<file path="src/hw/tbm_pkg.sv">
// Purpose: shared constants of the temperature and battery monitor readout
// Assumes: 8-bit register port, 16-bit byte addresses, 10 MHz core clock
// Notes:   every offset lives here; some field positions and reset values sit in tbm_readout
`default_nettype none

package tbm_pkg;

    ////////////////////////////////////////////////////////////////////////
    // register byte addresses
    localparam logic [15:0] ADDR_OSC_TEST    = 16'h2500;
    localparam logic [15:0] ADDR_LOAD_CTRL   = 16'h2704;
    localparam logic [15:0] ADDR_TEMP_HIGH   = 16'h2881;
    localparam logic [15:0] ADDR_TEMP_LOW    = 16'h2882;
    localparam logic [15:0] ADDR_BATT_RESULT = 16'h2885;
    localparam logic [15:0] ADDR_MEAS_CFG    = 16'h28a0;
    localparam logic [15:0] ADDR_MEAS_CTRL   = 16'h28b4;
    localparam logic [15:0] ADDR_REMOTE_CTRL = 16'h28b8;
    localparam logic [15:0] ADDR_REMOTE_SUP  = 16'h28b9;
    localparam logic [15:0] ADDR_REMOTE_THI  = 16'h28ba;
    localparam logic [15:0] ADDR_REMOTE_TLO  = 16'h28bb;

    ////////////////////////////////////////////////////////////////////////
    // field positions
    localparam int BIT_LOAD_EN       = 3;
    localparam int BIT_BATT_WITH_TMP = 4;
    localparam int BIT_PWR_SEL       = 6;
    localparam int BIT_TRIGGER       = 6;
    localparam int BIT_REMOTE_START  = 0;
    localparam int BIT_REMOTE_BUSY   = 1;
    localparam int TEMP_LOW_LSB      = 5;

    ////////////////////////////////////////////////////////////////////////
    // reset values and encodings
    localparam logic [1:0] OSC_TEST_RESET = 2'h0;
    localparam logic [1:0] OSC_TEST_NORMAL = 2'h0;
    localparam logic [2:0] INTERVAL_RESET = 3'h0;
    localparam logic [2:0] INTERVAL_MANUAL = 3'h0;
    localparam logic [2:0] INTERVAL_CONT   = 3'h7;
    localparam logic [2:0] INTERVAL_EXP_BASE = 3'h3;
    localparam logic [1:0] REMOTE_CMD_SUPPLY = 2'h1;
    localparam logic [1:0] REMOTE_CMD_TEMP   = 2'h2;

    ////////////////////////////////////////////////////////////////////////
    // timing
    localparam int CLK_FREQ_HZ = 10_000_000;
    localparam int TICK_S      = 1;
    localparam int TICK_CYCLES = TICK_S * CLK_FREQ_HZ;

endpackage : tbm_pkg

`default_nettype wire

</file>
<file path="src/hw/tbm_interval_timer.sv">
// Purpose: automatic measurement scheduler, one due pulse per period
// Assumes: interval code 1..4 gives 2^(3+code) seconds; 5 and 6 wrap the 3-bit shift sum to 1 and 2 seconds
// Notes:   counts restart whenever the interval code changes
`default_nettype none

module tbm_interval_timer #(
    parameter int TICK_CYCLES = tbm_pkg::TICK_CYCLES
) (
    input  wire logic       core_clk,
    input  wire logic       reset,
    input  wire logic [2:0] interval,
    output var  logic       due
);

    logic [23:0] cyc_q;
    logic [9:0]  sec_q;
    logic [2:0]  last_q;
    logic        tick;
    logic [9:0]  period;
    logic        auto_mode;

    assign tick      = (cyc_q == 24'(TICK_CYCLES - 1));
    assign period    = 10'h001 << (tbm_pkg::INTERVAL_EXP_BASE + interval);
    assign auto_mode = (interval != tbm_pkg::INTERVAL_MANUAL)
                    && (interval != tbm_pkg::INTERVAL_CONT);

    ////////////////////////////////////////////////////////////////////////
    always_ff @(posedge core_clk or posedge reset) begin
        if (reset) begin
            cyc_q <= 24'h000000;
        end else if (tick || interval != last_q) begin
            cyc_q <= 24'h000000;
        end else begin
            cyc_q <= cyc_q + 24'h000001;
        end
    end

    always_ff @(posedge core_clk or posedge reset) begin
        if (reset) begin
            sec_q <= 10'h000;
            due   <= 1'b0;
        end else if (!auto_mode || interval != last_q) begin
            sec_q <= 10'h000;
            due   <= 1'b0;
        end else if (tick) begin
            due   <= (sec_q == period - 10'h001);
            sec_q <= (sec_q == period - 10'h001) ? 10'h000 : sec_q + 10'h001;
        end else begin
            due   <= 1'b0;
        end
    end

    always_ff @(posedge core_clk or posedge reset) begin
        if (reset) begin
            last_q <= tbm_pkg::INTERVAL_RESET;
        end else begin
            last_q <= interval;
        end
    end

endmodule : tbm_interval_timer

`default_nettype wire

</file>
<file path="src/hw/tbm_remote_fetch.sv">
// Purpose: fetches supply then temperature result from the remote sensor
// Assumes: remote answers each command once with rsp_valid
// Notes:   no timeout; a silent remote keeps busy high
`default_nettype none

module tbm_remote_fetch (
    input  wire logic        core_clk,
    input  wire logic        reset,
    input  wire logic        start,
    input  wire logic        rsp_valid,
    input  wire logic [10:0] rsp_data,
    output var  logic        cmd_valid,
    output var  logic [1:0]  cmd_code,
    output var  logic        busy,
    output var  logic [7:0]  supply_q,
    output var  logic [10:0] temp_q
);

    typedef enum logic [1:0] {TBM_RF_IDLE, TBM_RF_SUP, TBM_RF_TMP} tbm_rf_state_t;
    tbm_rf_state_t state_q;

    ////////////////////////////////////////////////////////////////////////
    always_ff @(posedge core_clk or posedge reset) begin
        if (reset) begin
            state_q   <= TBM_RF_IDLE;
            cmd_valid <= 1'b0;
            cmd_code  <= 2'h0;
            busy      <= 1'b0;
            supply_q  <= 8'h00;
            temp_q    <= 11'h000;
        end else begin
            cmd_valid <= 1'b0;
            case (state_q)
                TBM_RF_IDLE: begin
                    if (start) begin
                        state_q   <= TBM_RF_SUP;
                        cmd_valid <= 1'b1;
                        cmd_code  <= tbm_pkg::REMOTE_CMD_SUPPLY;
                        busy      <= 1'b1;
                    end
                end
                TBM_RF_SUP: begin
                    if (rsp_valid) begin
                        supply_q  <= rsp_data[7:0];
                        state_q   <= TBM_RF_TMP;
                        cmd_valid <= 1'b1;
                        cmd_code  <= tbm_pkg::REMOTE_CMD_TEMP;
                    end
                end
                TBM_RF_TMP: begin
                    if (rsp_valid) begin
                        temp_q  <= rsp_data;
                        state_q <= TBM_RF_IDLE;
                        busy    <= 1'b0;
                    end
                end
                default: begin
                    state_q <= TBM_RF_IDLE;
                    busy    <= 1'b0;
                end
            endcase
        end
    end

endmodule : tbm_remote_fetch

`default_nettype wire

</file>
<file path="src/hw/tbm_readout.sv">
// Purpose: register slice of the temperature sensor and battery monitor
// Assumes: inputs synchronous to core_clk; analog side pulses meas_done
// Notes:   read data appear one cycle after the read strobe, only then
//
// Our own choice: the address-and-strobe port.
`default_nettype none

// How it works
// - oscillator test field resets to 00, normal; other codes are factory test
// - nonzero test field keeps the sensor oscillator running all the time
// - result high byte holds bits 10:3, next byte bits 7:5 hold bits 2:0
// - battery enable set: every temperature measurement also measures battery
// - battery outcome lands in a read-only byte; writes are dropped
// - mission mode: load enable bit connects the 100 uA battery load
// - sleep mode never connects the battery load
// - remote supply fetch reads both supply and temperature results
// - interval 0 manual, 1..4 every 2^(3+n) s, 5 and 6 every 1 and 2 s (3-bit shift sum wraps), 7 continuous
// - manual trigger starts one measurement, clears on completion, sleep ignores
module tbm_readout #(
    parameter int TICK_CYCLES = tbm_pkg::TICK_CYCLES
) (
    input  wire logic        core_clk,
    input  wire logic        reset,
    input  wire logic [15:0] reg_addr,
    input  wire logic [7:0]  reg_wdata,
    input  wire logic        reg_wr,
    input  wire logic        reg_rd,
    output var  logic [7:0]  reg_rdata,
    input  wire logic        mission_mode,
    input  wire logic        sleep_mode,
    input  wire logic        meas_done,
    input  wire logic [10:0] meas_temp,
    input  wire logic [7:0]  meas_batt,
    output var  logic        meas_start,
    output var  logic        meas_batt_en,
    output var  logic        osc_run_continuous,
    output var  logic        sensor_pwr_sel,
    output var  logic        battery_load_on,
    input  wire logic        remote_rsp_valid,
    input  wire logic [10:0] remote_rsp_data,
    output logic             remote_cmd_valid,
    output logic [1:0]       remote_cmd_code
);

    typedef enum logic [1:0] {TBM_IDLE, TBM_MEAS} tbm_state_t;

    ////////////////////////////////////////////////////////////////////////
    // register state
    logic [1:0]  osc_test_q;
    logic        load_en_q;
    logic [2:0]  interval_q;
    logic        batt_with_temp_q;
    logic        pwr_sel_q;
    logic        trigger_q;
    logic        trigger_d;
    logic [10:0] temp_result_q;
    logic [7:0]  batt_result_q;
    logic        remote_start_q;
    logic        remote_busy;
    logic [7:0]  remote_supply;
    logic [10:0] remote_temp;

    tbm_state_t  state_q;
    logic        manual_run_q;
    logic        auto_due;
    logic        start_now;
    logic        start_manual;
    logic        done_now;
    logic [7:0]  rdata_d;

    ////////////////////////////////////////////////////////////////////////
    // write decode
    logic wr_osc;
    logic wr_load;
    logic wr_cfg;
    logic wr_ctrl;
    logic wr_remote;

    assign wr_osc    = reg_wr && (reg_addr == tbm_pkg::ADDR_OSC_TEST);
    assign wr_load   = reg_wr && (reg_addr == tbm_pkg::ADDR_LOAD_CTRL);
    assign wr_cfg    = reg_wr && (reg_addr == tbm_pkg::ADDR_MEAS_CFG);
    assign wr_ctrl   = reg_wr && (reg_addr == tbm_pkg::ADDR_MEAS_CTRL);
    assign wr_remote = reg_wr && (reg_addr == tbm_pkg::ADDR_REMOTE_CTRL);

    ////////////////////////////////////////////////////////////////////////
    // oscillator test field
    always_ff @(posedge core_clk or posedge reset) begin
        if (reset) begin
            osc_test_q <= tbm_pkg::OSC_TEST_RESET;
        end else if (wr_osc) begin
            osc_test_q <= reg_wdata[1:0];
        end
    end

    ////////////////////////////////////////////////////////////////////////
    // battery load control
    always_ff @(posedge core_clk or posedge reset) begin
        if (reset) begin
            load_en_q <= 1'b0;
        end else if (wr_load) begin
            load_en_q <= reg_wdata[tbm_pkg::BIT_LOAD_EN];
        end
    end

    ////////////////////////////////////////////////////////////////////////
    // measurement configuration; the reserved top bit is held at zero
    always_ff @(posedge core_clk or posedge reset) begin
        if (reset) begin
            interval_q       <= tbm_pkg::INTERVAL_RESET;
            batt_with_temp_q <= 1'b0;
            pwr_sel_q        <= 1'b0;
        end else if (wr_cfg) begin
            interval_q       <= reg_wdata[2:0];
            batt_with_temp_q <= reg_wdata[tbm_pkg::BIT_BATT_WITH_TMP];
            pwr_sel_q        <= reg_wdata[tbm_pkg::BIT_PWR_SEL];
        end
    end

    ////////////////////////////////////////////////////////////////////////
    // manual trigger: a software set in the completion cycle wins
    logic trig_set;
    logic trig_clr_sw;

    assign trig_set    = wr_ctrl && reg_wdata[tbm_pkg::BIT_TRIGGER]
                      && (interval_q == tbm_pkg::INTERVAL_MANUAL)
                      && !sleep_mode;
    assign trig_clr_sw = wr_ctrl && !reg_wdata[tbm_pkg::BIT_TRIGGER];

    always_comb begin
        trigger_d = trigger_q;
        if (trig_set) begin
            trigger_d = 1'b1;
        end else if (trig_clr_sw) begin
            trigger_d = 1'b0;
        end else if (done_now && manual_run_q) begin
            trigger_d = 1'b0;
        end
    end

    always_ff @(posedge core_clk or posedge reset) begin
        if (reset) begin
            trigger_q <= 1'b0;
        end else begin
            trigger_q <= trigger_d;
        end
    end

    ////////////////////////////////////////////////////////////////////////
    // measurement scheduling
    tbm_interval_timer #(
        .TICK_CYCLES (TICK_CYCLES)
    ) u_timer (
        .core_clk (core_clk),
        .reset    (reset),
        .interval (interval_q),
        .due      (auto_due)
    );

    // a due pulse landing mid-measurement is dropped, not queued
    assign start_manual = trigger_q && !manual_run_q
                       && (interval_q == tbm_pkg::INTERVAL_MANUAL)
                       && !sleep_mode;
    assign start_now = (state_q == TBM_IDLE)
                    && (start_manual || auto_due
                        || interval_q == tbm_pkg::INTERVAL_CONT);
    assign done_now  = (state_q == TBM_MEAS) && meas_done;

    always_ff @(posedge core_clk or posedge reset) begin
        if (reset) begin
            state_q      <= TBM_IDLE;
            manual_run_q <= 1'b0;
        end else begin
            case (state_q)
                TBM_IDLE: begin
                    if (start_now) begin
                        state_q      <= TBM_MEAS;
                        manual_run_q <= start_manual;
                    end
                end
                TBM_MEAS: begin
                    if (meas_done) begin
                        state_q      <= TBM_IDLE;
                        manual_run_q <= 1'b0;
                    end
                end
                default: begin
                    state_q      <= TBM_IDLE;
                    manual_run_q <= 1'b0;
                end
            endcase
        end
    end

    ////////////////////////////////////////////////////////////////////////
    // sensor side controls
    always_ff @(posedge core_clk or posedge reset) begin
        if (reset) begin
            meas_start <= 1'b0;
        end else begin
            meas_start <= start_now;
        end
    end

    // battery choice is latched per measurement so a mid-run write cannot split it
    always_ff @(posedge core_clk or posedge reset) begin
        if (reset) begin
            meas_batt_en <= 1'b0;
        end else if (start_now) begin
            meas_batt_en <= batt_with_temp_q;
        end
    end

    always_ff @(posedge core_clk or posedge reset) begin
        if (reset) begin
            osc_run_continuous <= 1'b0;
        end else begin
            osc_run_continuous <= (osc_test_q != tbm_pkg::OSC_TEST_NORMAL);
        end
    end

    // in sleep the sensor always runs from the battery supply
    always_ff @(posedge core_clk or posedge reset) begin
        if (reset) begin
            sensor_pwr_sel <= 1'b0;
        end else begin
            sensor_pwr_sel <= pwr_sel_q && !sleep_mode;
        end
    end

    always_ff @(posedge core_clk or posedge reset) begin
        if (reset) begin
            battery_load_on <= 1'b0;
        end else begin
            battery_load_on <= load_en_q && mission_mode
                            && !sleep_mode;
        end
    end

    ////////////////////////////////////////////////////////////////////////
    // results; hardware is the only writer
    always_ff @(posedge core_clk or posedge reset) begin
        if (reset) begin
            temp_result_q <= 11'h000;
        end else if (done_now) begin
            temp_result_q <= meas_temp;
        end
    end

    always_ff @(posedge core_clk or posedge reset) begin
        if (reset) begin
            batt_result_q <= 8'h00;
        end else if (done_now && meas_batt_en) begin
            batt_result_q <= meas_batt;
        end
    end

    ////////////////////////////////////////////////////////////////////////
    // remote sensor fetch
    always_ff @(posedge core_clk or posedge reset) begin
        if (reset) begin
            remote_start_q <= 1'b0;
        end else begin
            remote_start_q <= wr_remote && reg_wdata[tbm_pkg::BIT_REMOTE_START]
                           && !remote_busy;
        end
    end

    tbm_remote_fetch u_remote (
        .core_clk  (core_clk),
        .reset     (reset),
        .start     (remote_start_q),
        .rsp_valid (remote_rsp_valid),
        .rsp_data  (remote_rsp_data),
        .cmd_valid (remote_cmd_valid),
        .cmd_code  (remote_cmd_code),
        .busy      (remote_busy),
        .supply_q  (remote_supply),
        .temp_q    (remote_temp)
    );

    ////////////////////////////////////////////////////////////////////////
    // read mux; unmapped addresses and reserved bits read zero
    always_comb begin
        rdata_d = 8'h00;
        case (reg_addr)
            tbm_pkg::ADDR_OSC_TEST: begin
                rdata_d[1:0] = osc_test_q;
            end
            tbm_pkg::ADDR_LOAD_CTRL: begin
                rdata_d[tbm_pkg::BIT_LOAD_EN] = load_en_q;
            end
            tbm_pkg::ADDR_TEMP_HIGH: begin
                rdata_d = temp_result_q[10:3];
            end
            tbm_pkg::ADDR_TEMP_LOW: begin
                rdata_d[7:tbm_pkg::TEMP_LOW_LSB] = temp_result_q[2:0];
            end
            tbm_pkg::ADDR_BATT_RESULT: begin
                rdata_d = batt_result_q;
            end
            tbm_pkg::ADDR_MEAS_CFG: begin
                rdata_d[2:0] = interval_q;
                rdata_d[tbm_pkg::BIT_BATT_WITH_TMP] = batt_with_temp_q;
                rdata_d[tbm_pkg::BIT_PWR_SEL] = pwr_sel_q;
            end
            tbm_pkg::ADDR_MEAS_CTRL: begin
                rdata_d[tbm_pkg::BIT_TRIGGER] = trigger_q;
            end
            tbm_pkg::ADDR_REMOTE_CTRL: begin
                rdata_d[tbm_pkg::BIT_REMOTE_BUSY] = remote_busy || remote_start_q;
            end
            tbm_pkg::ADDR_REMOTE_SUP: begin
                rdata_d = remote_supply;
            end
            tbm_pkg::ADDR_REMOTE_THI: begin
                rdata_d = remote_temp[10:3];
            end
            tbm_pkg::ADDR_REMOTE_TLO: begin
                rdata_d[7:tbm_pkg::TEMP_LOW_LSB] = remote_temp[2:0];
            end
            default: begin
                rdata_d = 8'h00;
            end
        endcase
    end

    // data stand only in the cycle after the strobe, zero otherwise
    always_ff @(posedge core_clk or posedge reset) begin
        if (reset) begin
            reg_rdata <= 8'h00;
        end else if (reg_rd) begin
            reg_rdata <= rdata_d;
        end else begin
            reg_rdata <= 8'h00;
        end
    end

endmodule : tbm_readout

`default_nettype wire

</file>
<file path="config.mk">
export PLATFORM = sky130hd
export DESIGN_NAME = tbm_readout
export DESIGN_NICKNAME = d
export VERILOG_FILES = /design/src/hw/tbm_pkg.sv /design/src/hw/tbm_interval_timer.sv /design/src/hw/tbm_remote_fetch.sv /design/src/hw/tbm_readout.sv
export SDC_FILE = /design/constraint.sdc
export NUM_CORES = 1
export LEC_CHECK = 0
export ABC_AREA = 1
export BUFFER_PORTS_ARGS = -buffer_cell sky130_fd_sc_hd__buf_4
export CAP_MARGIN = 30
export CORE_ASPECT_RATIO = 0.9
export CORE_MARGIN = 2
export CORE_UTILIZATION = 36
export CTS_CLUSTER_DIAMETER = 80
export DETAILED_ROUTE_END_ITERATION = 7
export PLACE_DENSITY_LB_ADDON = 0.3
export SKIP_CTS_REPAIR_TIMING = 1
export SLEW_MARGIN = 20
export SYNTH_ARGS = -nofsm -noshare
export SYNTH_HDL_FRONTEND = slang
export SYNTH_SLANG_ARGS = --single-unit
</file>
<file path="constraint.sdc">
create_clock -name core_clk -period 4.4 [get_ports core_clk]
set_clock_uncertainty 0.2 [all_clocks]
set_input_delay 0.22 -clock core_clk [delete_from_list [all_inputs] [get_ports core_clk]]
set_output_delay 0.22 -clock core_clk [all_outputs]
set_load 0.01 [all_outputs]
</file>
; Yosys cells after proc, flatten, opt, wreduce, memory -nomap -nowiden
; Cells that the tools add are included.
[word_totals]
reg_bits = 108
latchBits = 0
ramBits = 0
mem_bits_ro = 0
input_bits = 62
output_inout_bits = 16
elab_cells = 138
memories = 0
[op_classes]
addsub = 4
n_mul = 0
div_mod_pow = 0
magnitude_cmp = 0
n_eq_ne = 24
n_shift = 1
n_mux = 35
n_bitwise = 1
n_reduce_logical = 46
[op_table]
columns = operator, count
row1 = "16-bit by 14-bit equality test with 1-bit output, second input constant", 11
row2 = 10-bit two-way mux, 3
row3 = "24-bit by 1-bit adder with 24-bit output, second input constant", 1
row4 = "24-bit equality test, second input constant", 1
row5 = 24-bit two-way mux, 1
row6 = 1-bit logical AND, 22
row7 = 1-bit case mux with 6 select lines, 3
row8 = 1-bit case mux with 5 select lines, 3
row9 = 1-bit two-way mux, 11
row10 = "10-bit by 1-bit adder with 10-bit output, second input constant", 1
row11 = 10-bit equality test, 1
row12 = 2-bit two-way mux, 5
row13 = "2-bit inequality test, second input constant", 5
row14 = "1-bit by 3-bit left shift with 10-bit output, first input constant", 1
row15 = "10-bit by 1-bit subtractor with 10-bit output, second input constant", 1
row16 = 3-bit AND reduction, 3
row17 = 8-bit two-way mux, 1
row18 = 1-bit case mux with 8 select lines, 1
row19 = 2-bit case mux with 2 select lines, 2
row20 = 1-bit case mux with 7 select lines, 1
row21 = 2-bit case mux with 3 select lines, 1
row22 = 2-bit AND reduction, 3
row23 = 2-bit nonzero test, 3
row24 = 3-bit nonzero test, 2
row25 = 13 further kinds, 24

; Depth between registers and ports, before layout
; Gate-level depths: netlist (run 1).
[depth]
word_depth = 9
ltp_mapped = 18
ltp_nobuf = 16

; By module
; From an unflattened synthesis (run 1), not the netlist that was laid out.
[hier_totals]
cells_unflattened = 733
area_unflattened_um2 = 5913.2
[modules_own_cells]
columns = mod, instances, cells_per_inst, area_each_um2
row1 = tbm_interval_timer, 1, 339, 2477.4
row2 = tbm_readout, 1, 283, 2366.0
row3 = tbm_remote_fetch, 1, 111, 1069.8

; Worst setup path after synthesis (run 1)
; No wires, ideal clock.
[synth_timing]
path_type = register to register
from = reg interval_q[0]
to = reg u_timer.sec_q[0]
arrival_time_ns = 2.220
required_time_ns = 4.083
slack_ns = 1.863
stages_incl_launch_ff = 17
path_buffers = 2
period_less_slack_ns = 2.537
cell_sequence = dfrtp_1 buf_4 nor2_2 ha_1 buf_2 inv_2 nand3_2 ha_1 nor2_1 nor3_1 nand3_1 nor2_1 nand2_1 nor2_2 nand3_1 nand2_1 nand2_1
[synth_between]
elab_chain_cells = 7
word_cells_on_any_way = 14
cone_classes = 2 x add/sub / 3 x eq/ne / 1 x shift / 3 x mux / 5 x reduce/logical
[synth_lines]
columns = element, line
row1 = start: declaration, tbm_readout.sv:51  ; logic [2:0] interval_q;
row2 = start signal: assignment, tbm_readout.sv:109  ; interval_q <= tbm_pkg::INTERVAL_RESET;
row3 = start signal: assignment, tbm_readout.sv:113  ; interval_q <= reg_wdata[2:0];
row4 = 2-bit by 3-bit adder with 3-bit output, tbm_interval_timer.sv:23  ; assign period = 10'h001 << (tbm_pkg::INTERVAL_EXP_BASE + interval);
row5 = 1-bit by 3-bit left shift with 10-bit output, tbm_interval_timer.sv:23
row6 = 10-bit by 1-bit subtractor with 10-bit output, tbm_interval_timer.sv:47  ; sec_q <= (sec_q == period - 10'h001) ? 10'h000 : sec_q + 10'h001;
row7 = 10-bit equality test, tbm_interval_timer.sv:47
row8 = 10-bit two-way mux, tbm_interval_timer.sv:47
row9 = 10-bit two-way mux, tbm_interval_timer.sv:45  ; end else if (tick) begin
row10 = 10-bit two-way mux, tbm_interval_timer.sv:42  ; end else if (!auto_mode || interval != last_q) begin
row11 = end signal: assignment, tbm_interval_timer.sv:47
row12 = end: declaration, tbm_interval_timer.sv:16  ; logic [9:0] sec_q;
; Parallel ways exist; a longest one is shown, timed or not. The select of a mux whose other input is x is not followed.
; A chain may end at the register's enable or synchronous reset.

; Worst setup path after layout (run 1)
[layout_timing]
from = reg interval_q[0]
to = reg u_timer.sec_q[1]
; Same word-level chain as after synthesis.

==> impl_summary.log, run 1 <==
[metrics] worst hold path type: in2reg
[metrics] simple-gate share of the synthesized area: around a third
[metrics] hpwl dp: 10,200 um
[metrics] CTS clk-pin slew, worst paths: 70 ps
[metrics] Compound-Gate Fraction of Synth Area: just over 7%
[metrics] fmax: approximately 0.35 GHz
[metrics] overflow left after global routing: 0
[metrics] pre-CTS setup slack: roughly 1600 ps
[metrics] netlist area before placement: roughly 0.0057 sq mm
[metrics] origin of the worst setup path: interval_q[0]$_DFFE_PP0P_
[metrics] register bit count reported by yosys: approximately 110
[metrics] utilization after layout: a little under half
[metrics] number of max-cap violations: 0
[metrics] Final Hold Violating Endpoints: 0
[metrics] arithmetic-cell share of the synthesized area counting full adders, half adders and majority gates: less than 1%
[metrics] Synth Flop Type: sky130_fd_sc_hd__dfrtp_1
[metrics] share of layout cells above drive strength 1: between 10% and 20%
[metrics] total detailed-routing wirelength: approximately 14,000 um
[metrics] number of remaining DRC errors: 0
[metrics] maximum level of the CTS H-tree: 3
[metrics] final worst-path cycle share: 64.05%
[metrics] # diodes: 0
[metrics] number of distinct standard cells referenced by the synthesized netlist: between 40 and 50
[metrics] outcome: completed
[metrics] Floorplan Core Area: approximately 0.015 sq mm
[metrics] antenna-violating nets left: 0
[metrics] DR vias: ~4,900
[metrics] horizontal die dimension: 136.7 um
[metrics] number of nets in the synthesized netlist: ~780
[metrics] critical path class: reg2reg
[metrics] average wire per cell in the routed design: approximately 13 um
[metrics] gr usage total: between 10% and 20%
[metrics] async set-reset flop share out of synthesis: 100.0%
[metrics] maximum number of pins on one net before global-route repair: 65
[metrics] CTS Buf Count: 9
[metrics] cell area power density: ~310 mW/mm^2
[metrics] minimum setup slack among reg-to-reg paths: between 1500 and 2000 ps
[metrics] floorplan die area: between 0.015 and 0.02 sq mm
[metrics] Total Nets Final: between 900 and 1,000
[metrics] startpoint types: register
[metrics] xor-xnor portion of the synthesized cell area: under 10%
[metrics] initial antenna violation count: 0
[metrics] setup repair after global routing missed its margin: no
[metrics] synthesized netlist cell count: 716
[metrics] Area growth, synth to finish: 26.42%
[metrics] number of enable flip-flop cells after synthesis: 0
[metrics] arrival time of data at the critical path endpoint: between 2000 and 3000 ps
[metrics] Worst EP required: 4450 ps
[metrics] critical path endpoint: u_timer.sec_q[1]$_DFFE_PP0P_
[metrics] Min Clock Period, post-route: between 2000 and 3000 ps
[metrics] share of synthesized area spent on multiplexers: 2.172%
[metrics] number of vias per cell: around 4.7
[metrics] transition at the pin with the smallest max-transition slack: between 800 and 900 ps
[metrics] Final Wtd Congestion: slightly below 0.9
[metrics] overall die height: ~120 um
[metrics] P_leak: about 3.5 nW
[metrics] category of the worst setup path capture point: register
[metrics] DRC marker count from the first detailed-route iteration: 350
[metrics] Starting Density: 36.93%
[metrics] Site Rows: 43
[metrics] endpoint of the lowest-slack register-to-register path: u_timer.sec_q[1]$_DFFE_PP0P_
[metrics] worst-case headroom to the max-slew limit: 45.62%
[metrics] sum of negative setup slack: 0 ps
[metrics] number of buffers between clock root and the deepest sink: 2
[metrics] largest family of logic cells by synthesized area: simple AND/OR/NAND/NOR gates
[metrics] Ports: 78
[metrics] Post-Syn Area per Cell: 7.965 sq um
[metrics] total power draw: roughly 2.2 mW
[metrics] number of warnings issued by yosys: 0
[metrics] sequential fraction of the synthesis area: 46.95%
[metrics] VDD IR-drop max: 219.0 uV
[metrics] TritonCTS clock tree: built
[metrics] via count of the first global-routing pass: ~4,500
[metrics] Register-to-Register Path Depth: 16
[metrics] Setup-failing EPs final: 0
[metrics] worst reg2reg startpoint: interval_q[0]$_DFFE_PP0P_
[metrics] root buf cell: sky130_fd_sc_hd__clkbuf_16
[metrics] TritonCTS Sinks: 107
[metrics] largest fanout on the critical path: 10
[metrics] fill count: roughly 1,500
[metrics] first-pass iteration count of the detailed router: 4
[metrics] count of pins over their slew limit: 0
[metrics] Port Buffer Count: 75
[metrics] slack of the critical path: between 1500 and 2000 ps
[metrics] clock insertion delay at the later pin of the skew report: 360 ps
[metrics] first-pass GRT wire length: 22,360 um
-- layer usage --
layer | vias to the layer above | global-route usage [%] | share of wire, %
met1 | 2267 | 26.09 | 52
met5 | - | 0 | 0
li1 | 2548 | - | -
met2 | 74 | 24.41 | 43
met3 | 15 | 3.116 | 3.8
met4 | 0 | 5.794 | 1.4
-- through the flow --
stage	instance area (sq um)	instances	hold WS (ps)
3_3_place_gp	6472	983	-24.64
4_1_cts	6789	1000	-421.0
3_5_place_dp	6480	984	-24.06
6_report	7209	1042	18.37
2_1_floorplan	5703	716	85.41
5_1_grt	7209	1042	28.05
-- how the worst min path moves through the flow --
stage	depth (start not counted)	from	endpoint
after CTS	2	reset	u_timer.cyc_q[2]$_DFF_PP0_
after detailed placement	2	reset	u_timer.cyc_q[2]$_DFF_PP0_
after floorplan	1	sleep_mode	sensor_pwr_sel$_DFF_PP0_
final	3	reg_wr	remote_start_q$_DFF_PP0_
after global routing	3	reg_wr	remote_start_q$_DFF_PP0_
after global placement	2	reset	u_timer.cyc_q[2]$_DFF_PP0_
-- cell type report --
class	instances	area [sq um]	share of cell area, %
Tap cell	202	252.7	3.506
Inverter	98	370.4	5.137
Sequential cell	107	2678	37.14
Clock inverter	5	66.31	0.9198
Timing Repair Buffer	120	1006	13.95
Clock buffer	11	242.7	3.367
Multi-Input combinational cell	499	2594	35.98
-- synth_stat cells (3+ instances only) --
master | count | area (sq um)
sky130_fd_sc_hd__a21oi_1 | 24 | 120.1
sky130_fd_sc_hd__buf_2 | 3 | 15.01
sky130_fd_sc_hd__clkbuf_1 | 5 | 18.77
sky130_fd_sc_hd__dfrtp_1 | 107 | 2678
sky130_fd_sc_hd__ha_1 | 4 | 50.05
sky130_fd_sc_hd__inv_1 | 90 | 337.8
sky130_fd_sc_hd__inv_2 | 8 | 30.03
sky130_fd_sc_hd__mux2_2 | 9 | 101.4
sky130_fd_sc_hd__nand2_1 | 142 | 533.0
sky130_fd_sc_hd__nand2_2 | 5 | 31.28
sky130_fd_sc_hd__nand3_1 | 58 | 290.3
sky130_fd_sc_hd__nand3_2 | 6 | 60.06
sky130_fd_sc_hd__nand3b_1 | 4 | 30.03
sky130_fd_sc_hd__nand4_1 | 21 | 131.4
sky130_fd_sc_hd__nor2_1 | 98 | 367.9
sky130_fd_sc_hd__nor2_2 | 13 | 81.33
sky130_fd_sc_hd__nor2_4 | 5 | 56.30
sky130_fd_sc_hd__nor3_1 | 22 | 110.1
sky130_fd_sc_hd__nor4_1 | 4 | 25.02
sky130_fd_sc_hd__o211ai_1 | 3 | 22.52
sky130_fd_sc_hd__o21ai_0 | 27 | 135.1
sky130_fd_sc_hd__o21ai_1 | 9 | 45.04
sky130_fd_sc_hd__o22ai_1 | 3 | 18.77
sky130_fd_sc_hd__or2_2 | 3 | 18.77
sky130_fd_sc_hd__xnor2_1 | 7 | 61.31
sky130_fd_sc_hd__xor2_1 | 12 | 105.1
-- layout by cell type (no fill, tap or decap), types with 7 or more instances in the layout --
| master | instances |
|---|---|
| sky130_fd_sc_hd__nor3_1 | 22 |
| sky130_fd_sc_hd__nor2_2 | 13 |
| sky130_fd_sc_hd__xor2_1 | 12 |
| sky130_fd_sc_hd__buf_4 | 78 |
| sky130_fd_sc_hd__dlygate4sd3_1 | 42 |
| sky130_fd_sc_hd__xnor2_1 | 7 |
| sky130_fd_sc_hd__mux2_2 | 9 |
| sky130_fd_sc_hd__dfrtp_1 | 107 |
| sky130_fd_sc_hd__nand3_1 | 58 |
| sky130_fd_sc_hd__nand4_1 | 21 |
| sky130_fd_sc_hd__nor2_1 | 98 |
| sky130_fd_sc_hd__clkbuf_16 | 9 |
| sky130_fd_sc_hd__a21oi_1 | 24 |
| sky130_fd_sc_hd__inv_1 | 89 |
| sky130_fd_sc_hd__nand2_1 | 142 |
| sky130_fd_sc_hd__o21ai_1 | 9 |
| sky130_fd_sc_hd__inv_2 | 8 |
| sky130_fd_sc_hd__o21ai_0 | 27 |
-- power by group --
part | leakage, nW | switching [mW] | internal, mW
clock | 0.149 | 0.384 | 0.466
sequential | 1.38 | 0.0482 | 1.04
combinational | 2.00 | 0.141 | 0.121
-- worst max-delay path, cell delays in order (launching register included) --
cell and delay [ps]:
sky130_fd_sc_hd__dfrtp_1 530, sky130_fd_sc_hd__nor2_2 90, sky130_fd_sc_hd__ha_1 440, sky130_fd_sc_hd__inv_2 120
sky130_fd_sc_hd__nand3_2 110, sky130_fd_sc_hd__ha_1 250, sky130_fd_sc_hd__inv_1 100, sky130_fd_sc_hd__nand2_1 90
sky130_fd_sc_hd__nand2_1 50, sky130_fd_sc_hd__nand3_1 60, sky130_fd_sc_hd__nand2_1 50, sky130_fd_sc_hd__nor2_1 100
sky130_fd_sc_hd__nand2_1 80, sky130_fd_sc_hd__nor2_2 110, sky130_fd_sc_hd__nand3_1 170, sky130_fd_sc_hd__nand2_1 100
sky130_fd_sc_hd__nand2_1 50
-- sequential cells by signal (all words and copies together) (netlist names), 3 cells and up --
name,flops
u_timer.sec_q,10
u_timer.cyc_q,24
reg_rdata,8
batt_result_q,8
u_remote.temp_q,11
u_timer.last_q,3
temp_result_q,11
interval_q,3
u_remote.supply_q,8
-- kinds of logic (layout without fill, tap and decap cells) --
logic type,after synthesis,in the layout
buffers and inverters,110,234
AO/OA/AOI/OAI,75,75
adder cells (fa/ha/maj),4,4
XOR/XNOR,19,19
flip-flops,107,107
AND/OR/NAND/NOR,390,390
multiplexers,11,11
Note: power is estimated with default switching activity, not from simulation.
==> inputs of run 2 (changes only) <==
==> constraint.sdc (replaced) <==
create_clock -name core_clk -period 2.65 [get_ports core_clk]
set_clock_uncertainty 0.2 [all_clocks]
set_input_delay 0.1325 -clock core_clk [delete_from_list [all_inputs] [get_ports core_clk]]
set_output_delay 0.1325 -clock core_clk [all_outputs]
set_load 0.01 [all_outputs]
==> impl_summary.log, run 2 (synthesized netlist as in run 1, its figures left out) <==
[metrics] number of flip-flops under the largest register name: 24
[metrics] VDD IR-drop max: ~460 uV
[metrics] DRC marker count from the first detailed-route iteration: about 380
[metrics] TritonCTS Sinks: about 110
[metrics] number of vias per cell: ~4.8
[metrics] largest fanout on the critical path: 6
[metrics] critical path class: reg2reg
[metrics] CTS Buf Count: 9
[metrics] total detailed-routing wirelength: 14,150 um
[metrics] failing checks: hold timing
[metrics] cell area power density: between 400 and 500 mW/mm^2
[metrics] Floorplan Core Area: about 0.015 sq mm
[metrics] count of pins over their slew limit: 0
[metrics] Worst EP required: 2690 ps
[metrics] worst hold path type: in2reg
[metrics] worst path buffer plus inverter count: 1
[metrics] utilization after layout: between 40 and 50%
[metrics] Worst path most repeated cell: sky130_fd_sc_hd__nand2_1
[metrics] first-pass iteration count of the detailed router: 5
[metrics] transition at the pin with the smallest max-transition slack: around 670 ps
[metrics] average wire per cell in the routed design: about 13 um
[metrics] antenna-violating nets left: 0
[metrics] number of max-cap violations: 0
[metrics] category of the worst setup path capture point: register
[metrics] Ports: 78
[metrics] Register-to-Register Path Depth: 14
[metrics] Site Rows: 43
[metrics] clock insertion delay at the later pin of the skew report: 350 ps
[metrics] Setup-failing EPs final: 0
[metrics] biggest regs: u_timer.cyc_q x24, temp_result_q x11, u_remote.temp_q x11
[metrics] arrival time of data at the critical path endpoint: around 2500 ps
[metrics] floorplan die area: roughly 0.017 sq mm
[metrics] Total Nets Final: roughly 910
[metrics] Area growth, synth to finish: 27.91%
[metrics] top register by number of flip-flops: u_timer.cyc_q
[metrics] Port Buffer Count: 75
[metrics] Top Family by Delay on Critical Path: simple AND/OR/NAND/NOR gates
[metrics] path length in cells of the critical path: 14
[metrics] outcome: complete, but fails checks
[metrics] # diodes: 0
[metrics] hpwl dp: around 10,000 um
[metrics] maximum level of the CTS H-tree: 3
[metrics] CTS clk-pin slew, worst paths: roughly 80 ps
[metrics] P_leak: ~3.6 nW
[metrics] maximum number of pins on one net before global-route repair: 52
[metrics] library cell contributing the largest single delay on the critical path: sky130_fd_sc_hd__dfrtp_1
[metrics] sum of negative setup slack: 0 ps
[metrics] number of buffers between clock root and the deepest sink: 2
[metrics] hold path cells: 4
[metrics] Min Clock Period, post-route: 2462 ps
[metrics] initial antenna violation count: 0
[metrics] share of layout cells above drive strength 1: between 10% and 20%
[metrics] startpoint types: register
[metrics] Hold WS: -38.85 ps
[metrics] commonest non-fill, non-tap cells in the layout: sky130_fd_sc_hd__nand2_1 (142), sky130_fd_sc_hd__dfrtp_1 (107), sky130_fd_sc_hd__nor2_1 (98)
[metrics] biggest cell delay along the critical path: about 410 ps
[metrics] fmax: around 0.41 GHz
[metrics] first-pass GRT wire length: approximately 23,000 um
[metrics] final worst-path cycle share: about 93%
[metrics] TritonCTS clock tree: built
[metrics] Final Wtd Congestion: slightly below 0.9
[metrics] Starting Density: between 30% and 40%
[metrics] horizontal die dimension: roughly 140 um
[metrics] worst-case headroom to the max-slew limit: between 50% and 60%
[metrics] root buf cell: sky130_fd_sc_hd__clkbuf_16
[metrics] overall die height: 123.4 um
[metrics] crit path cell chain: nor2_4 > ha_4 > inv_4 > nand3_2 > ha_2 > nor2_1 > nor3_1 > nand3_1 > nor2_1 > nand2_1 > nor2_2 > nand3_2 > nand2_1 > nand2_1
[metrics] DR vias: 5,020
[metrics] most frequent standard cell in the layout excluding fill and tap cells: sky130_fd_sc_hd__nand2_1
[metrics] gr usage total: between 10% and 20%
[metrics] number of remaining DRC errors: 0
[metrics] overflow left after global routing: 0
[metrics] Final Hold Violating Endpoints: 5
[metrics] via count of the first global-routing pass: 4,515
run 2: worst paths after layout:
kind                                                    endpoint  slack [ps]                             start
worst max-delay path                u_timer.sec_q[6]$_DFFE_PP0P_         190         interval_q[1]$_DFFE_PP0P_
worst min-delay path                       pwr_sel_q$_DFFE_PP0P_         -40                            reg_wr
worst max register to register      u_timer.sec_q[6]$_DFFE_PP0P_         190         interval_q[1]$_DFFE_PP0P_
worst min register to register  u_remote.cmd_code[0]$_DFFE_PP0P_         280  u_remote.cmd_code[0]$_DFFE_PP0P_
max in group asynchronous           u_timer.sec_q[4]$_DFFE_PP0P_        1260                             reset
min in group asynchronous                 reg_rdata[4]$_DFF_PP0_         200                             reset
run 2: cell type report:
type                            count  area, sq um
Clock inverter                      6        50.05
Sequential cell                   107         2678
Tap cell                          202        252.7
Fill cell                        1537         8147
Inverter                           98        374.1
Clock buffer                        9        225.2
Timing Repair Buffer              130         1096
Multi-Input combinational cell    499         2619
run 2: through the flow:
step / hold WS [ps] / std cells / setup WS (ps) / cell area [sq um] / power, mW
3_5_place_dp: 30.15 / 989 / 127.1 / 6531 / 2.234
3_3_place_gp: 37.31 / 989 / 216.3 / 6531 / 2.228
4_1_cts: -351.7 / 1004 / 110.9 / 6807 / 3.541
6_report: -38.85 / 1051 / 187.6 / 7295 / 3.539
2_1_floorplan: -2.086 / 716 / 113.1 / 5707 / 2.077
5_1_grt: -4.621 / 1051 / -3.988 / 7295 / 3.717
run 2: worst register-to-register path: stages, from the launching register on:
cell and delay [ps]:
sky130_fd_sc_hd__dfrtp_1 410, sky130_fd_sc_hd__nor2_4 150, sky130_fd_sc_hd__ha_4 220, sky130_fd_sc_hd__inv_4 70
sky130_fd_sc_hd__nand3_2 90, sky130_fd_sc_hd__ha_2 330, sky130_fd_sc_hd__nor2_1 40, sky130_fd_sc_hd__nor3_1 130
sky130_fd_sc_hd__nand3_1 90, sky130_fd_sc_hd__nor2_1 100, sky130_fd_sc_hd__nand2_1 60, sky130_fd_sc_hd__nor2_2 150
sky130_fd_sc_hd__nand3_2 160, sky130_fd_sc_hd__nand2_1 100, sky130_fd_sc_hd__nand2_1 60
run 2: layer usage:
layer | vias up | GRT usage [%] | routed length (um)
li1 | 2573 | - | -
met1 | 2340 | 25.92 | 7351
met2 | 92 | 25.34 | 6092
met3 | 15 | 3.075 | 507
met4 | 0 | 5.534 | 200
met5 | - | 0 | 0
run 2: report_power, final:
group	switching (mW)	total (mW)	leakage (nW)	internal, mW
combinational	0.231	0.434	2.05	0.203
sequential	0.0831	1.81	1.38	1.73
clock	0.642	1.29	0.139	0.648
==> inputs of run 3 (changes only) <==
--- a/config.mk
+++ b/config.mk
@@ -11,11 +11,14 @@
 export CORE_ASPECT_RATIO = 0.9
 export CORE_MARGIN = 2
 export CORE_UTILIZATION = 36
+export CTS_BUF_LIST = sky130_fd_sc_hd__clkbuf_16
 export CTS_CLUSTER_DIAMETER = 80
 export DETAILED_ROUTE_END_ITERATION = 7
+export HOLD_SLACK_MARGIN = 0.06
 export PLACE_DENSITY_LB_ADDON = 0.3
 export SKIP_CTS_REPAIR_TIMING = 1
 export SLEW_MARGIN = 20
 export SYNTH_ARGS = -nofsm -noshare
 export SYNTH_HDL_FRONTEND = slang
 export SYNTH_SLANG_ARGS = --single-unit
+export TNS_END_PERCENT = 1
==> impl_summary.log, run 3 (synthesized netlist as in run 1, its figures left out) <==
[metrics] Final Hold Violating Endpoints: 0
[metrics] share of layout cells above drive strength 1: 19.46%
[metrics] outcome: completed
[metrics] DRC marker count from the first detailed-route iteration: 324
[metrics] number of flip-flops under the largest register name: 24
[metrics] final worst-path cycle share: ~94%
[metrics] # diodes: 0
[metrics] biggest regs: u_timer.cyc_q x24, temp_result_q x11, u_remote.temp_q x11
[metrics] clock insertion delay at the later pin of the skew report: roughly 350 ps
[metrics] cell area power density: 483.1 mW/mm^2
[metrics] critical path class: in2reg
[metrics] root buf cell: sky130_fd_sc_hd__clkbuf_16
[metrics] TritonCTS Sinks: approximately 110
[metrics] CTS clk-pin slew, worst paths: 70 ps
[metrics] Hold WS: around 28 ps
[metrics] number of buffers between clock root and the deepest sink: 2
[metrics] total cell area at the placement stage: roughly 0.0065 sq mm
[metrics] Final Wtd Congestion: between 0.8 and 0.9
[metrics] Switch Pwr: about 960 uW
[metrics] worst hold path type: in2reg
[metrics] CTS Buf Count: 9
[metrics] Site Rows: 43
[metrics] number of vias per cell: 4.791
[metrics] portion of total power attributed to combinational logic: between 10% and 20%
[metrics] VDD IR-drop max: 460.5 uV
[metrics] first-pass iteration count of the detailed router: 5
[metrics] overall die height: roughly 120 um
[metrics] count of non-filler cells in the finished layout: approximately 1,100
[metrics] first-pass GRT wire length: ~23,000 um
[metrics] antenna-violating nets left: 0
[metrics] number of cells in the design after placement: 989
[metrics] internal power of the cells: approximately 2.6 mW
[metrics] largest fanout on the critical path: 8
[metrics] hpwl dp: about 10,000 um
[metrics] count of pins over their slew limit: 0
[metrics] floorplan die area: around 0.017 sq mm
[metrics] Area growth, synth to finish: 28.61%
[metrics] average wire per cell in the routed design: approximately 14 um
[metrics] maximum level of the CTS H-tree: 3
[metrics] maximum number of pins on one net before global-route repair: 52
[metrics] fill count: roughly 1,500
[metrics] Port Buffer Count: 75
[metrics] startpoint types: input pin
[metrics] sum of negative setup slack: 0 ps
[metrics] commonest non-fill, non-tap cells in the layout: sky130_fd_sc_hd__nand2_1 (142), sky130_fd_sc_hd__dfrtp_1 (107), sky130_fd_sc_hd__nor2_1 (98)
[metrics] Min Clock Period, post-route: 2500 ps
[metrics] DR vias: 5,054
[metrics] proportion of power drawn by flip-flops and latches: 51.2%
[metrics] P_leak: about 3.6 nW
[metrics] Final Instance Area: ~0.0073 sq mm
[metrics] Total Nets Final: slightly above 900
[metrics] horizontal die dimension: between 100 and 150 um
[metrics] top register by number of flip-flops: u_timer.cyc_q
[metrics] number of remaining DRC errors: 0
[metrics] category of the worst setup path capture point: register
[metrics] total detailed-routing wirelength: around 14,000 um
[metrics] via count of the first global-routing pass: between 4,000 and 5,000
[metrics] gr usage total: 17.33%
[metrics] arrival time of data at the critical path endpoint: approximately 2500 ps
[metrics] transition at the pin with the smallest max-transition slack: a little under 700 ps
[metrics] overflow left after global routing: 0
[metrics] Ports: 78
[metrics] worst-case headroom to the max-slew limit: 55.00%
[metrics] initial antenna violation count: 0
[metrics] most frequent standard cell in the layout excluding fill and tap cells: sky130_fd_sc_hd__nand2_1
[metrics] fmax: around 0.4 GHz
[metrics] Starting Density: a little under two fifths
[metrics] number of max-cap violations: 0
[metrics] fraction of power spent switching nets: 27.05%
[metrics] Worst EP required: 2680 ps
[metrics] TritonCTS clock tree: built
[metrics] Setup-failing EPs final: 0
[metrics] Floorplan Core Area: ~0.015 sq mm
[metrics] Clk pwr share: around 37%
[run 3: power groups by stage]
stage	clock network, mW	logic, mW	registers, mW
6_report	1.29	0.437	1.81
5_1_grt	1.39	0.498	1.83
4_1_cts	1.34	0.391	1.81
3_5_place_dp	0	0.392	1.84
3_3_place_gp	0	0.384	1.84
2_1_floorplan	0	0.255	1.82
[run 3: metrics by stage]
stage | setup slack, ps | power (mW) | utilization, %
after floorplan | 113.1 | 2.077 | -
after global placement | 216.3 | 2.228 | 42.30
after detailed placement | 127.1 | 2.234 | 42.30
after CTS | 110.9 | 3.541 | 44.08
after global routing | -3.645 | 3.720 | 47.50
final | 150.3 | 3.543 | 47.50
[run 3: critical path: stages]
cell	delay (ps)
sky130_fd_sc_hd__dlygate4sd3_1	570
sky130_fd_sc_hd__buf_4	150
sky130_fd_sc_hd__nor2_2	230
sky130_fd_sc_hd__nand2_1	110
sky130_fd_sc_hd__nor2_2	150
sky130_fd_sc_hd__nand2_2	110
sky130_fd_sc_hd__inv_2	90
sky130_fd_sc_hd__nand2_2	110
sky130_fd_sc_hd__mux2_1	330
sky130_fd_sc_hd__dlygate4sd3_1	550
[run 3: cell type report]
class	instances	area, sq um	area share (%)
clock buffers	9	225.2	3.071
well taps	202	252.7	3.446
inverters	98	374.1	5.101
clock inverters	6	50.05	0.6824
flip-flops and latches	107	2678	36.51
multi-input cells	499	2619	35.70
repair buffers	134	1136	15.49
[run 3: metal layers]
layer  vias up  GRT usage (%)  part of all wire (%)
met3        16          3.075                   3.3
li1       2579              -                     -
met1      2369          25.92                    52
met5         -              0                     0
met2        90          25.34                    43
met4         0          5.534                   1.6
[run 3: path summary, 6_finish.rpt]
kind | startpoint | endpoint | slack (ps) | depth (start not counted)
setup / recovery | reg_addr[2] | interval_q[2]$_DFFE_PP0P_ | 150 | 10
setup reg to reg | interval_q[1]$_DFFE_PP0P_ | u_timer.sec_q[6]$_DFFE_PP0P_ | 190 | 14
max in group asynchronous | reset | u_timer.sec_q[4]$_DFFE_PP0P_ | 1250 | 4
hold reg to reg | u_remote.cmd_code[0]$_DFFE_PP0P_ | u_remote.cmd_code[0]$_DFFE_PP0P_ | 280 | 2
min in group asynchronous | reset | reg_rdata[4]$_DFF_PP0_ | 200 | 3
hold / removal | reg_addr[9] | osc_test_q[0]$_DFFE_PP0P_ | 30 | 4
